--- src/include/lit_pkg.sv ---
// constants and types for the local interrupt timer
package lit_pkg;
    localparam int unsigned ADDR_W  = 12;
    localparam int unsigned DATA_W  = 64;
    localparam int unsigned COUNT_W = 32;
    localparam int unsigned TS_W    = 64;
    localparam int unsigned VEC_W   = 8;
    localparam int unsigned DIV_W   = 3;
    localparam int unsigned PRE_W   = 7;

    localparam logic [ADDR_W-1:0] ADDR_VECTOR_ENTRY = 12'h0320;
    localparam logic [ADDR_W-1:0] ADDR_INIT_COUNT   = 12'h0380;
    localparam logic [ADDR_W-1:0] ADDR_CUR_COUNT    = 12'h0390;
    localparam logic [ADDR_W-1:0] ADDR_DIVIDE       = 12'h03e0;
    localparam logic [ADDR_W-1:0] ADDR_DEADLINE     = 12'h06e0;

    // vector entry field positions
    localparam int unsigned VEC_LSB     = 0;
    localparam int unsigned PENDING_BIT = 12;
    localparam int unsigned MASK_BIT    = 16;
    localparam int unsigned MODE_LO_BIT = 17;
    localparam int unsigned MODE_HI_BIT = 18;

    localparam logic [1:0] MODE_ONE_SHOT = 2'h0;
    localparam logic [1:0] MODE_PERIODIC = 2'h1;
    localparam logic [1:0] MODE_DEADLINE = 2'h2;

    localparam logic              MASK_RESET   = 1'b1;
    localparam logic [COUNT_W-1:0] COUNT_ZERO  = 32'h0000_0000;
    localparam logic [COUNT_W-1:0] COUNT_ONE   = 32'h0000_0001;
    localparam logic [TS_W-1:0]    TARGET_ZERO = 64'h0000_0000_0000_0000;
    localparam logic [DATA_W-1:0]  DATA_ZERO   = 64'h0000_0000_0000_0000;
    localparam logic [PRE_W-1:0]   PRE_ZERO    = 7'h00;
    localparam logic [PRE_W-1:0]   PRE_ONE     = 7'h01;

    typedef struct packed {
        logic             valid;
        logic [VEC_W-1:0] vector;
    } lit_irq_t;

    typedef struct packed {
        logic              wr;
        logic [ADDR_W-1:0] addr;
        logic [DATA_W-1:0] wdata;
    } lit_req_t;
endpackage

--- src/verilog/lit_timer.sv ---
// local interrupt timer: count-down, periodic and deadline modes
// Functional notes
// - 32-bit programmable count-down timer
// - tick from bus clock through divider
// - one-shot: initial write loads and starts
// - one-shot: interrupt at zero, hold zero
// - periodic: interrupt, reload, keep counting
// - initial write mid-count restarts from it
// - initial count RW, current count RO
// - writing zero initial count stops timer
// - interrupt carries entry vector, mask suppresses
// - bit 18 reserved without deadline support
// - mode 00 one-shot 01 periodic 10 deadline
// - mode-changing entry write disarms timer
// - deadline mode: ignore initial, current reads zero
// - non-zero target write arms deadline
// - interrupt when timestamp >= target
// - deadline fire disarms and clears target
// - zero target write disarms silently
// - target resets to zero
// - target reads zero, ignores writes outside deadline
// - armed rewrite replaces deadline either way
// - constant-rate timer reported always running
// - unaccepted interrupt offered again until taken
// - pending status while delivered, not accepted
// - mask set at reset, cleared by software
// - timer interrupt always edge triggered
module lit_timer (
    input  wire logic                          sys_clk,
    input  wire logic                          rst,
    input  wire logic                          clk_en,
    input  wire logic                          reg_valid,
    input  wire lit_pkg::lit_req_t             reg_req,
    output logic      [lit_pkg::DATA_W-1:0]    reg_rdata,
    input  wire logic [lit_pkg::TS_W-1:0]      timestamp_counter,
    input  wire logic                          deadline_mode_supported,
    output logic                               always_running_timer_flag,
    output lit_pkg::lit_irq_t                  irq,
    input  wire logic                          irq_accept
);
    // power-of-two ratio as a terminal count mask
    function automatic logic [lit_pkg::PRE_W-1:0] div_mask(
        input logic [lit_pkg::DIV_W-1:0] sel);
        div_mask = (lit_pkg::PRE_ONE << sel) - lit_pkg::PRE_ONE;
    endfunction

    function automatic logic hit(input logic [lit_pkg::ADDR_W-1:0] a);
        hit = reg_valid && reg_req.wr && (reg_req.addr == a);
    endfunction

    logic [lit_pkg::VEC_W-1:0]   vector_reg,   vector_next;
    logic                        mask_reg,     mask_next;
    logic [1:0]                  mode_reg,     mode_next;
    logic [lit_pkg::DIV_W-1:0]   div_reg,      div_next;
    logic [lit_pkg::PRE_W-1:0]   pre_reg,      pre_next;
    logic [lit_pkg::COUNT_W-1:0] init_reg,     init_next;
    logic [lit_pkg::COUNT_W-1:0] cur_reg,      cur_next;
    logic [lit_pkg::TS_W-1:0]    target_reg,   target_next;
    logic                        pend_reg,     pend_next;
    logic [lit_pkg::VEC_W-1:0]   pvec_reg,     pvec_next;
    logic [lit_pkg::DATA_W-1:0]  rdata_reg,    rdata_next;
    logic [1:0]                  wmode;
    logic                        tick;
    logic                        fire;

    always_comb begin
        vector_next = vector_reg;
        mask_next   = mask_reg;
        mode_next   = mode_reg;
        div_next    = div_reg;
        init_next   = init_reg;
        cur_next    = cur_reg;
        target_next = target_reg;
        pend_next   = pend_reg;
        pvec_next   = pvec_reg;
        rdata_next  = rdata_reg;
        fire        = 1'b0;
        // bit 18 only takes effect with deadline support
        wmode = {reg_req.wdata[lit_pkg::MODE_HI_BIT]
                 & deadline_mode_supported,
                 reg_req.wdata[lit_pkg::MODE_LO_BIT]};
        // divider free-runs; one tick per ratio bus clocks
        tick     = (pre_reg & div_mask(div_reg)) == div_mask(div_reg);
        pre_next = tick ? lit_pkg::PRE_ZERO : pre_reg + lit_pkg::PRE_ONE;

        // counting, only in one-shot and periodic modes
        if ((mode_reg == lit_pkg::MODE_ONE_SHOT
             || mode_reg == lit_pkg::MODE_PERIODIC)
            && tick && cur_reg != lit_pkg::COUNT_ZERO) begin
            cur_next = cur_reg - lit_pkg::COUNT_ONE;
            if (cur_reg == lit_pkg::COUNT_ONE) begin
                fire = 1'b1;
                if (mode_reg == lit_pkg::MODE_PERIODIC) begin
                    cur_next = init_reg;
                end
            end
        end
        // deadline compare: non-zero target means armed
        if (mode_reg == lit_pkg::MODE_DEADLINE
            && target_reg != lit_pkg::TARGET_ZERO
            && timestamp_counter >= target_reg) begin
            fire        = 1'b1;
            target_next = lit_pkg::TARGET_ZERO;
        end

        if (hit(lit_pkg::ADDR_VECTOR_ENTRY)) begin
            vector_next = reg_req.wdata[lit_pkg::VEC_LSB +: lit_pkg::VEC_W];
            mask_next   = reg_req.wdata[lit_pkg::MASK_BIT];
            mode_next   = wmode;
            if (wmode != mode_reg) begin
                cur_next    = lit_pkg::COUNT_ZERO;
                target_next = lit_pkg::TARGET_ZERO;
                fire        = 1'b0;
            end
        end
        if (hit(lit_pkg::ADDR_DIVIDE)) begin
            div_next = reg_req.wdata[lit_pkg::DIV_W-1:0];
        end
        if (hit(lit_pkg::ADDR_INIT_COUNT)
            && mode_reg != lit_pkg::MODE_DEADLINE) begin
            init_next = reg_req.wdata[lit_pkg::COUNT_W-1:0];
            // a zero write leaves current at zero, so it stops
            cur_next  = reg_req.wdata[lit_pkg::COUNT_W-1:0];
            fire      = 1'b0;
        end
        if (hit(lit_pkg::ADDR_DEADLINE)
            && mode_reg == lit_pkg::MODE_DEADLINE) begin
            // later or earlier, zero disarms with no event
            target_next = reg_req.wdata;
            fire        = 1'b0;
        end

        // hold the offer until the core takes it
        if (pend_reg && irq_accept) begin
            pend_next = 1'b0;
        end
        // masked expiries are dropped, not deferred
        if (fire && !mask_reg) begin
            pend_next = 1'b1;
            pvec_next = vector_reg;
        end

        rdata_next = lit_pkg::DATA_ZERO;
        if (reg_valid && !reg_req.wr) begin
            case (reg_req.addr)
                lit_pkg::ADDR_VECTOR_ENTRY: begin
                    rdata_next[lit_pkg::VEC_LSB +: lit_pkg::VEC_W] = vector_reg;
                    rdata_next[lit_pkg::PENDING_BIT] = pend_reg;
                    rdata_next[lit_pkg::MASK_BIT]    = mask_reg;
                    rdata_next[lit_pkg::MODE_LO_BIT] = mode_reg[0];
                    rdata_next[lit_pkg::MODE_HI_BIT] = mode_reg[1];
                end
                lit_pkg::ADDR_INIT_COUNT:
                    rdata_next[lit_pkg::COUNT_W-1:0] = init_reg;
                lit_pkg::ADDR_CUR_COUNT: begin
                    if (mode_reg != lit_pkg::MODE_DEADLINE) begin
                        rdata_next[lit_pkg::COUNT_W-1:0] = cur_reg;
                    end
                end
                lit_pkg::ADDR_DIVIDE:
                    rdata_next[lit_pkg::DIV_W-1:0] = div_reg;
                lit_pkg::ADDR_DEADLINE: begin
                    if (mode_reg == lit_pkg::MODE_DEADLINE) begin
                        rdata_next = target_reg;
                    end
                end
                default: rdata_next = lit_pkg::DATA_ZERO;
            endcase
        end
    end

    always_ff @(posedge sys_clk or posedge rst) begin
        if (rst) begin
            vector_reg <= '0;
            mask_reg   <= lit_pkg::MASK_RESET;
            mode_reg   <= lit_pkg::MODE_ONE_SHOT;
            div_reg    <= '0;
            pre_reg    <= lit_pkg::PRE_ZERO;
            init_reg   <= lit_pkg::COUNT_ZERO;
            cur_reg    <= lit_pkg::COUNT_ZERO;
            target_reg <= lit_pkg::TARGET_ZERO;
            pend_reg   <= 1'b0;
            pvec_reg   <= '0;
            rdata_reg  <= lit_pkg::DATA_ZERO;
        end else if (clk_en) begin
            vector_reg <= vector_next;
            mask_reg   <= mask_next;
            mode_reg   <= mode_next;
            div_reg    <= div_next;
            pre_reg    <= pre_next;
            init_reg   <= init_next;
            cur_reg    <= cur_next;
            target_reg <= target_next;
            pend_reg   <= pend_next;
            pvec_reg   <= pvec_next;
            rdata_reg  <= rdata_next;
        end
    end

    // runs on the bus clock alone, so the rate never varies
    assign always_running_timer_flag = 1'b1;
    assign reg_rdata  = rdata_reg;
    assign irq.valid  = pend_reg;
    assign irq.vector = pvec_reg;
endmodule

--- config.mk ---
export PLATFORM = sky130hd
export DESIGN_NAME = lit_timer
export DESIGN_NICKNAME = d
export VERILOG_FILES = /design/src/include/lit_pkg.sv /design/src/verilog/lit_timer.sv
export SDC_FILE = /design/constraint.sdc
export NUM_CORES = 1
export LEC_CHECK = 0
export BUFFER_PORTS_ARGS = -buffer_cell sky130_fd_sc_hd__buf_2
export CAP_MARGIN = 20
export CELL_PAD_IN_SITES_DETAIL_PLACEMENT = 0
export CELL_PAD_IN_SITES_GLOBAL_PLACEMENT = 2
export CORE_ASPECT_RATIO = 1.25
export CORE_MARGIN = 10
export CORE_UTILIZATION = 30
export CTS_BUF_LIST = sky130_fd_sc_hd__clkbuf_8 sky130_fd_sc_hd__clkbuf_16
export CTS_CLUSTER_DIAMETER = 60
export DETAILED_ROUTE_END_ITERATION = 12
export PLACE_DENSITY = 0.8
export SLEW_MARGIN = 5
export SYNTH_ARGS = -nofsm -noshare
export SYNTH_HDL_FRONTEND = slang
export SYNTH_SLANG_ARGS = --single-unit
--- constraint.sdc ---
create_clock -name sys_clk -period 9.97 [get_ports sys_clk]
set_input_delay 2.4925 -clock sys_clk [delete_from_list [all_inputs] [get_ports sys_clk]]
set_output_delay 2.4925 -clock sys_clk [all_outputs]
set_load 0.1 [all_outputs]
==> run metrics, run 1 <==
synthesis-to-finish area growth 19.77%; CTS clk-pin slew, worst paths 60 ps; multiplexer share of the synthesized area 0.01530; Nets between 1,500 and 2,000; area share of fa/ha/maj cells after synthesis 0.06937; Crit path required time 10,410 ps; chip width 200.9 um; CP startpoint kind input pin; fmax 183.1 MHz; Peak VDD IR 0.0001167 V; Crit. End Element flip-flop; Final Setup Violations 0; first-pass GRT wire length 73.44 mm; DRC 0; CTS Root Buffer Type clkbuf_16; Async SR Flop Fraction 1.000; grt ovf 0; cell row count 82; Seq/Total Area, Yosys 0.4530; CTS hold repair buffers 0; commonest non-fill, non-tap cells in the layout 221 x dfrtp_1, 219 x buf_2, 158 x nand2_1, 105 x a22o_1, 88 x inv_1; crit-path max FO 33; Total Die Area 0.04942 mm2; clock skew 27.48 ps; drt wl/cell 24.19 um; Slew @ Worst Pin approximately 1100 ps; setup ws final 4508 ps; Hold Worst Slack 476.8 ps; main flop type after synthesis dfrtp_1; most common cell after layout, fill and taps aside dfrtp_1; Detail Route Antenna Nets 0; number of fillers in the final layout between 4,000 and 5,000; drt pass-1 iters 6; flops & latches, synth 222; # resized after CTS 0; Mean Syn Cell Area 9.844 um2; unrepaired setup endpoints after global routing false; Compound-Gate Fraction of Synth Area 0.2461; Post-synth EDFFs 0; class of the worst hold path flip-flop to flip-flop; largest net degree at the start of global routing 112; pins over their slew limit 0; Synth Area in Simple Gates 0.1533; Final period util 0.5479; Met1 Wirelength 19.65 mm; R2R Setup Slk 6000 ps; WL met2 24.21 mm; setup_tns 0 ps; Placer Congestion 0.8595; Final Hold Viols 0; status finished clean; Post-Route WL 48.36 mm; Max Cap Violations 0; Final HPWL DP 35.91 mm; largest family of logic cells by synthesized area compound AO/OA/AOI/OAI gates; worst setup path class input pin to flip-flop; Initial Utilization 0.3050; buffer count from post-CTS setup fixing 0; met3 routed WL 3.396 mm; total power 0.002230 W; num ports 221; critical path arrival around 5900 ps; CTS Buf Count 26; synth unique cells between 80 and 90; highest metal used met5; Yosys Warn Count 0; Rel. slew slack 0.2814; min cycle time layout 5462 ps; Post-Place Setup Slack approximately 3800 ps; worst skew pair latency 560 ps; Post-Synth XOR/XNOR Area 0.005713; GRT Util Overall 0.1901; PD cells roughly 150 mW/mm2; IO buf count 219; Cells after Synth roughly 1,200; chip height about 250 um; CTS sink cnt about 220; Leakage 6.902 nW; Netlist Area Pre-Place approximately 0.012 mm2; vias in the first global route ~11,000; vias 11,090; share of cells above drive strength 1 0.2226; H-Tree Depth 1; CTS tree built; initial DRC count 859; clock buffer depth 3; initial antenna violation count 5; core box area 0.04022 mm2; syn_nets 1,461; vias per inst 5.549
-- power by group --
part / internal, W / total [W] / switching, W
registers: 0.000940 / 0.00100 / 0.0000640
clock network: 0.000515 / 0.000912 / 0.000397
logic: 0.000122 / 0.000314 / 0.000192
-- area by class of cell --
class | instances | area, um2 | area share
repair buffers | 239 | 1261 | 0.08585
clock buffers | 28 | 678.2 | 0.04616
inverters | 86 | 330.3 | 0.02249
diodes | 2 | 5.005 | 0.0003407
clock inverters | 16 | 127.6 | 0.008688
flip-flops and latches | 222 | 5557 | 0.3782
well taps | 546 | 683.2 | 0.04650
multi-input cells | 860 | 6048 | 0.4117
-- Yosys cell counts, drive strengths merged (16+ instances only) --
master / instances / area [um2]
a21o: 17 / 127.6
buf: 26 / 178.9
inv: 86 / 322.8
nor2: 46 / 175.2
o2bb2ai: 22 / 192.7
or3: 16 / 111.4
nor4: 29 / 206.5
nand4: 22 / 137.6
a222oi: 32 / 320.3
a22o: 105 / 919.6
ha: 68 / 850.8
a21oi: 63 / 326.6
nand2: 160 / 605.6
clkbuf: 52 / 195.2
o211ai: 21 / 157.7
dfrtp: 221 / 5530
o21ai: 48 / 240.2
nand3: 37 / 185.2
-- final timing paths --
check / start / endpoint / cells after the start
max reg2reg: target_reg[28]$_DFFE_PP0P_ / target_reg[11]$_DFFE_PP0P_ / 10
min: reg_rdata[1]$_DFFE_PP0P_ / reg_rdata[1]$_DFFE_PP0P_ / 1
max: timestamp_counter[27] / target_reg[11]$_DFFE_PP0P_ / 10
min in group asynchronous: rst / reg_rdata[33]$_DFFE_PP0P_ / 2
max in group asynchronous: rst / vector_reg[6]$_DFFE_PP0P_ / 3
min reg2reg: reg_rdata[1]$_DFFE_PP0P_ / reg_rdata[1]$_DFFE_PP0P_ / 1
-- metrics by stage --
stage               cells  instance area (um2)  utilization
floorplan            1246                12270            -
finish               1999                14690       0.3653
global route         1998                14690       0.3652
detailed placement   1953                13880       0.3451
global placement     1951                13850       0.3444
CTS                  1997                14690       0.3651
-- per-layer routing --
metal	GRT usage	vias up
met3	0.04162	75
met2	0.3378	388
met4	0.05242	8
met1	0.2268	5542
met5	0	-
li1	-	5079
-- cells by family (layout without fill, tap and decap cells) --
logic type,count (synthesis),in the layout
adders and majority gates,68,68
DFF,222,222
other,1,3
and+or+nand+nor,373,373
AOI/OAI and AO/OA,393,393
muxes,17,17
buffers and inverters,164,369
xor gates and xnor gates,8,8
-- critical path, cell delays in order --
cell and delay, ps:
buf_2 100, ha_1 310, nand4_1 130, nor4_1 860
a21oi_1 120, o21ai_0 260, a31o_2 430, o221ai_4 430
buf_4 440, a22o_1 280
(Power assumes the default switching activity.)
==> run 2, diff against run 1 <==
--- a/config.mk
+++ b/config.mk
@@ -5,6 +5,7 @@
 export SDC_FILE = /design/constraint.sdc
 export NUM_CORES = 1
 export LEC_CHECK = 0
+export ABC_AREA = 1
 export BUFFER_PORTS_ARGS = -buffer_cell sky130_fd_sc_hd__buf_2
 export CAP_MARGIN = 20
 export CELL_PAD_IN_SITES_DETAIL_PLACEMENT = 0
@@ -15,7 +16,7 @@
 export CTS_BUF_LIST = sky130_fd_sc_hd__clkbuf_8 sky130_fd_sc_hd__clkbuf_16
 export CTS_CLUSTER_DIAMETER = 60
 export DETAILED_ROUTE_END_ITERATION = 12
-export PLACE_DENSITY = 0.8
+export PLACE_DENSITY = 0.85
 export SLEW_MARGIN = 5
 export SYNTH_ARGS = -nofsm -noshare
 export SYNTH_HDL_FRONTEND = slang
==> constraint.sdc (replaced) <==
create_clock -name sys_clk -period 5.65 [get_ports sys_clk]
set_input_delay 1.4125 -clock sys_clk [delete_from_list [all_inputs] [get_ports sys_clk]]
set_output_delay 1.4125 -clock sys_clk [all_outputs]
set_load 0.1 [all_outputs]
==> run metrics, run 2 <==
Placed Area 0.01506 mm2 (+8.5%); Peak VDD IR 0.0002216 V (+90%); CTS sink cnt 222 (unchanged); GRT Util Overall 0.1843 (-0.005778); Compound-Gate Fraction of Synth Area 0.1875 (-0.05862); Final Instance Area 0.01612 mm2 (+9.7%); H-Tree Depth 1 (unchanged); met2 usage 0.3036 (-0.03417); fmax between 200 and 300 MHz; Yosys Warn Count 0 (unchanged); Yosys top cell area share 0.4107 (-0.04014); synthesis-to-finish area growth 19.71% (about the same); vias per inst 5.047 (-9.0%); CP startpoint kind input pin; dominant cells by area after synthesis dfrtp_1 41%, nand2_1 11%, a21oi_1 7.2%, ha_1 6.3%, nor2_1 5.8%; most common cell after layout, fill and taps aside nand2_1; Nets 2,172 (+32%); Crit path required time 6160 ps (-4250 ps); IO buf count 219 (unchanged); Internal Power 0.003399 W (+120%); register area 0.005557 mm2 (unchanged); setup ws final 2034 ps (-2473 ps); critical path arrival 4130 ps (-1770 ps); switching fraction of total power 0.3357 (+0.04306); clock buffer depth 3 (unchanged); CTS hold repair buffers 0 (unchanged); area share of fa/ha/maj cells after synthesis 0.06319 (-0.006175); Post-Place Setup Slack 1500 ps (-2339 ps); Initial Utilization 0.3044 (-0.0005239); Rel. slew slack 0.3339 (+0.05250); R2R depth 15 (+5); setup_tns 0 ps (unchanged); PD cells 317.5 mW/mm2 (+110%); status finished clean; # resized after CTS 0 (unchanged); final design utilization 0.3645 (-0.0008090); CTS Buf Count 30 (+15%); core box area 0.04422 mm2 (+10%); flops & latches, synth 222 (unchanged); vias 12,890 (+16%); total power 0.005117 W (+130%); synth unique cells 56 (-31%); number of fillers in the final layout 4,664 (+11%); num ports 221 (unchanged); largest family of logic cells by synthesized area simple AND/OR/NAND/NOR gates; CP cell instances buf_2 -> nor2_1 -> nand2_1 -> nor2_1 -> nand2_1 -> nor2_1 -> o31ai_2 -> nand2_2 -> nor2_2 -> buf_4 -> inv_2 -> nor3_4 -> nand2_4 -> nand2_1 -> nand2_1; met1 Resource Use GR 0.2307 (+0.003902); syn_nets 1,987 (+36%); Crit. End Element flip-flop; CTS Root Buffer Type clkbuf_16; area of the multi-input gates 0.006794 mm2 (+12%); Slew @ Worst Pin 999.2 ps (-75.26 ps); buffer count from post-CTS setup fixing 0 (unchanged); Max Cap Violations 0 (unchanged); Final period util 0.6399; Hold Path Cell Cnt 2 (+1); first-pass GRT wire length 78.77 mm (+7.3%); worst setup path class input pin to flip-flop; vias in the first global route 13,030 (+14%); CTS tree built; cell row count 86 (+4.9%); min cycle time layout approximately 3600 ps; drt wl/cell 20.13 um (-17%); main flop type after synthesis dfrtp_1; Post-synth EDFFs 0 (unchanged); initial antenna violation count 10 (+5); drt pass-1 iters 5 (-1); pins over their slew limit 0 (unchanged); Final HPWL DP 37.72 mm (+5.1%); Post-Synth XOR/XNOR Area 0.01301 (+0.007297); class of the worst hold path flip-flop to flip-flop; Async SR Flop Fraction 1.000 (unchanged); worst skew pair latency 580 ps (+20 ps); initial DRC count 938 (+9.2%); multiplexer share of the synthesized area 0.005018 (-0.01028); logic gate share of total power 0.228 (+0.087); Synth Area in Simple Gates 0.2343 (+0.08095); Clk pwr share 0.395 (-0.014); Final Setup Violations 0 (unchanged); chip width 209.5 um (+4.3%); CP dominant cell by count nand2_1; Seq pwr share 0.377 (-0.073); unrepaired setup endpoints after global routing false; share of cells above drive strength 1 0.1713 (-0.05131); crit-path max FO 21 (-36%); P_sw 0.001718 W (+160%); Leakage 8.571 nW (+24%); Total Die Area 0.05381 mm2 (+8.9%); Cells after Synth 1,772 (+42%); Final Hold Viols 0 (unchanged); grt ovf 0 (unchanged); CP max stage cell nor2_1; most common cell in the netlist nand2_1; CP max stage delay 520 ps (-340 ps); GR met3 Demand/Resource 0.03914 (-0.002481); Placer Congestion 0.9014 (+4.9%); chip height 256.9 um (+4.4%); clock skew 11.96 ps (-15.52 ps); DRC 0 (unchanged); GRT Max-Usage Layer met2; Post-Route WL 51.40 mm (+6.3%); commonest non-fill, non-tap cells in the layout 379 x nand2_1, 221 x dfrtp_1, 218 x buf_2, 208 x nor2_1, 195 x a21oi_1; Detail Route Antenna Nets 0 (unchanged); Post-synth top cells 380 x nand2_1, 221 x dfrtp_1, 209 x nor2_1; Netlist Area Pre-Place 0.01346 mm2 (+9.8%); Yosys top cell by area dfrtp_1; Seq/Total Area, Yosys 0.4127 (-0.04033); largest net degree at the start of global routing 150 (+34%); Mean Syn Cell Area 7.598 um2 (-23%); CTS clk-pin slew, worst paths 60 ps (about the same)
## run 2: worst max-delay path, delay by kind of cell
kind            cells  cell delay (ps)
buf+inv             3              630
compound gates      1              130
simple gates       11             1930
## run 2: routing by layer
layer | part of all wire | vias up
li1 | - | 6297
met1 | 0.42 | 6106
met2 | 0.48 | 372
met3 | 0.064 | 93
met4 | 0.035 | 18
met5 | 0.0024 | -
## run 2: cell families (layout without fill, tap and decap cells)
group           count (synthesis)  count (layout)
mux                             6               6
compound gates                440             440
simple gates                  743             743
other cells                     1               3
fa+ha+maj                      68              68
buf+inv                       272             479
flops                         222             222
xor+xnor                       20              20
## run 2: power by group through the flow
stage / combinational, W / sequential (W) / clock, W
floorplan: 0.000851 / 0.00190 / 0
global placement: 0.00114 / 0.00195 / 0
detailed placement: 0.00117 / 0.00195 / 0
CTS: 0.00117 / 0.00193 / 0.00206
global route: 0.00134 / 0.00195 / 0.00213
finish: 0.00117 / 0.00193 / 0.00202
## run 2: final cells by class
type,count,area share
multi-input combinational,1278,0.4215
sequential,222,0.3447
timing repair buffer,238,0.07980
clock buffer,40,0.05581
tap,572,0.04440
inverter,187,0.04409
clock inverter,14,0.009315
antenna,2,0.0003105
## run 2: worst paths after layout
path / slack [ps] / endpoint / startpoint
min in group asynchronous: 1010 / cur_reg[8]$_DFFE_PP0P_ / rst
max in group asynchronous: 3780 / reg_rdata[60]$_DFFE_PP0P_ / rst
setup reg to reg: 2630 / pvec_reg[7]$_DFFE_PP0P_ / div_reg[1]$_DFFE_PP0P_
hold reg to reg: 470 / pvec_reg[1]$_DFFE_PP0P_ / pvec_reg[1]$_DFFE_PP0P_
hold / removal: 470 / pvec_reg[1]$_DFFE_PP0P_ / pvec_reg[1]$_DFFE_PP0P_
setup / recovery: 2030 / pvec_reg[7]$_DFFE_PP0P_ / reg_req[67]
## run 2: per-stage QoR
step / hold WS, ps / cells
final: 470.1 / 2553
after floorplan: 459.1 / 1772
after global placement: 456.8 / 2496
after CTS: 478.8 / 2551
after detailed placement: 465.5 / 2497
after global routing: 498.0 / 2552
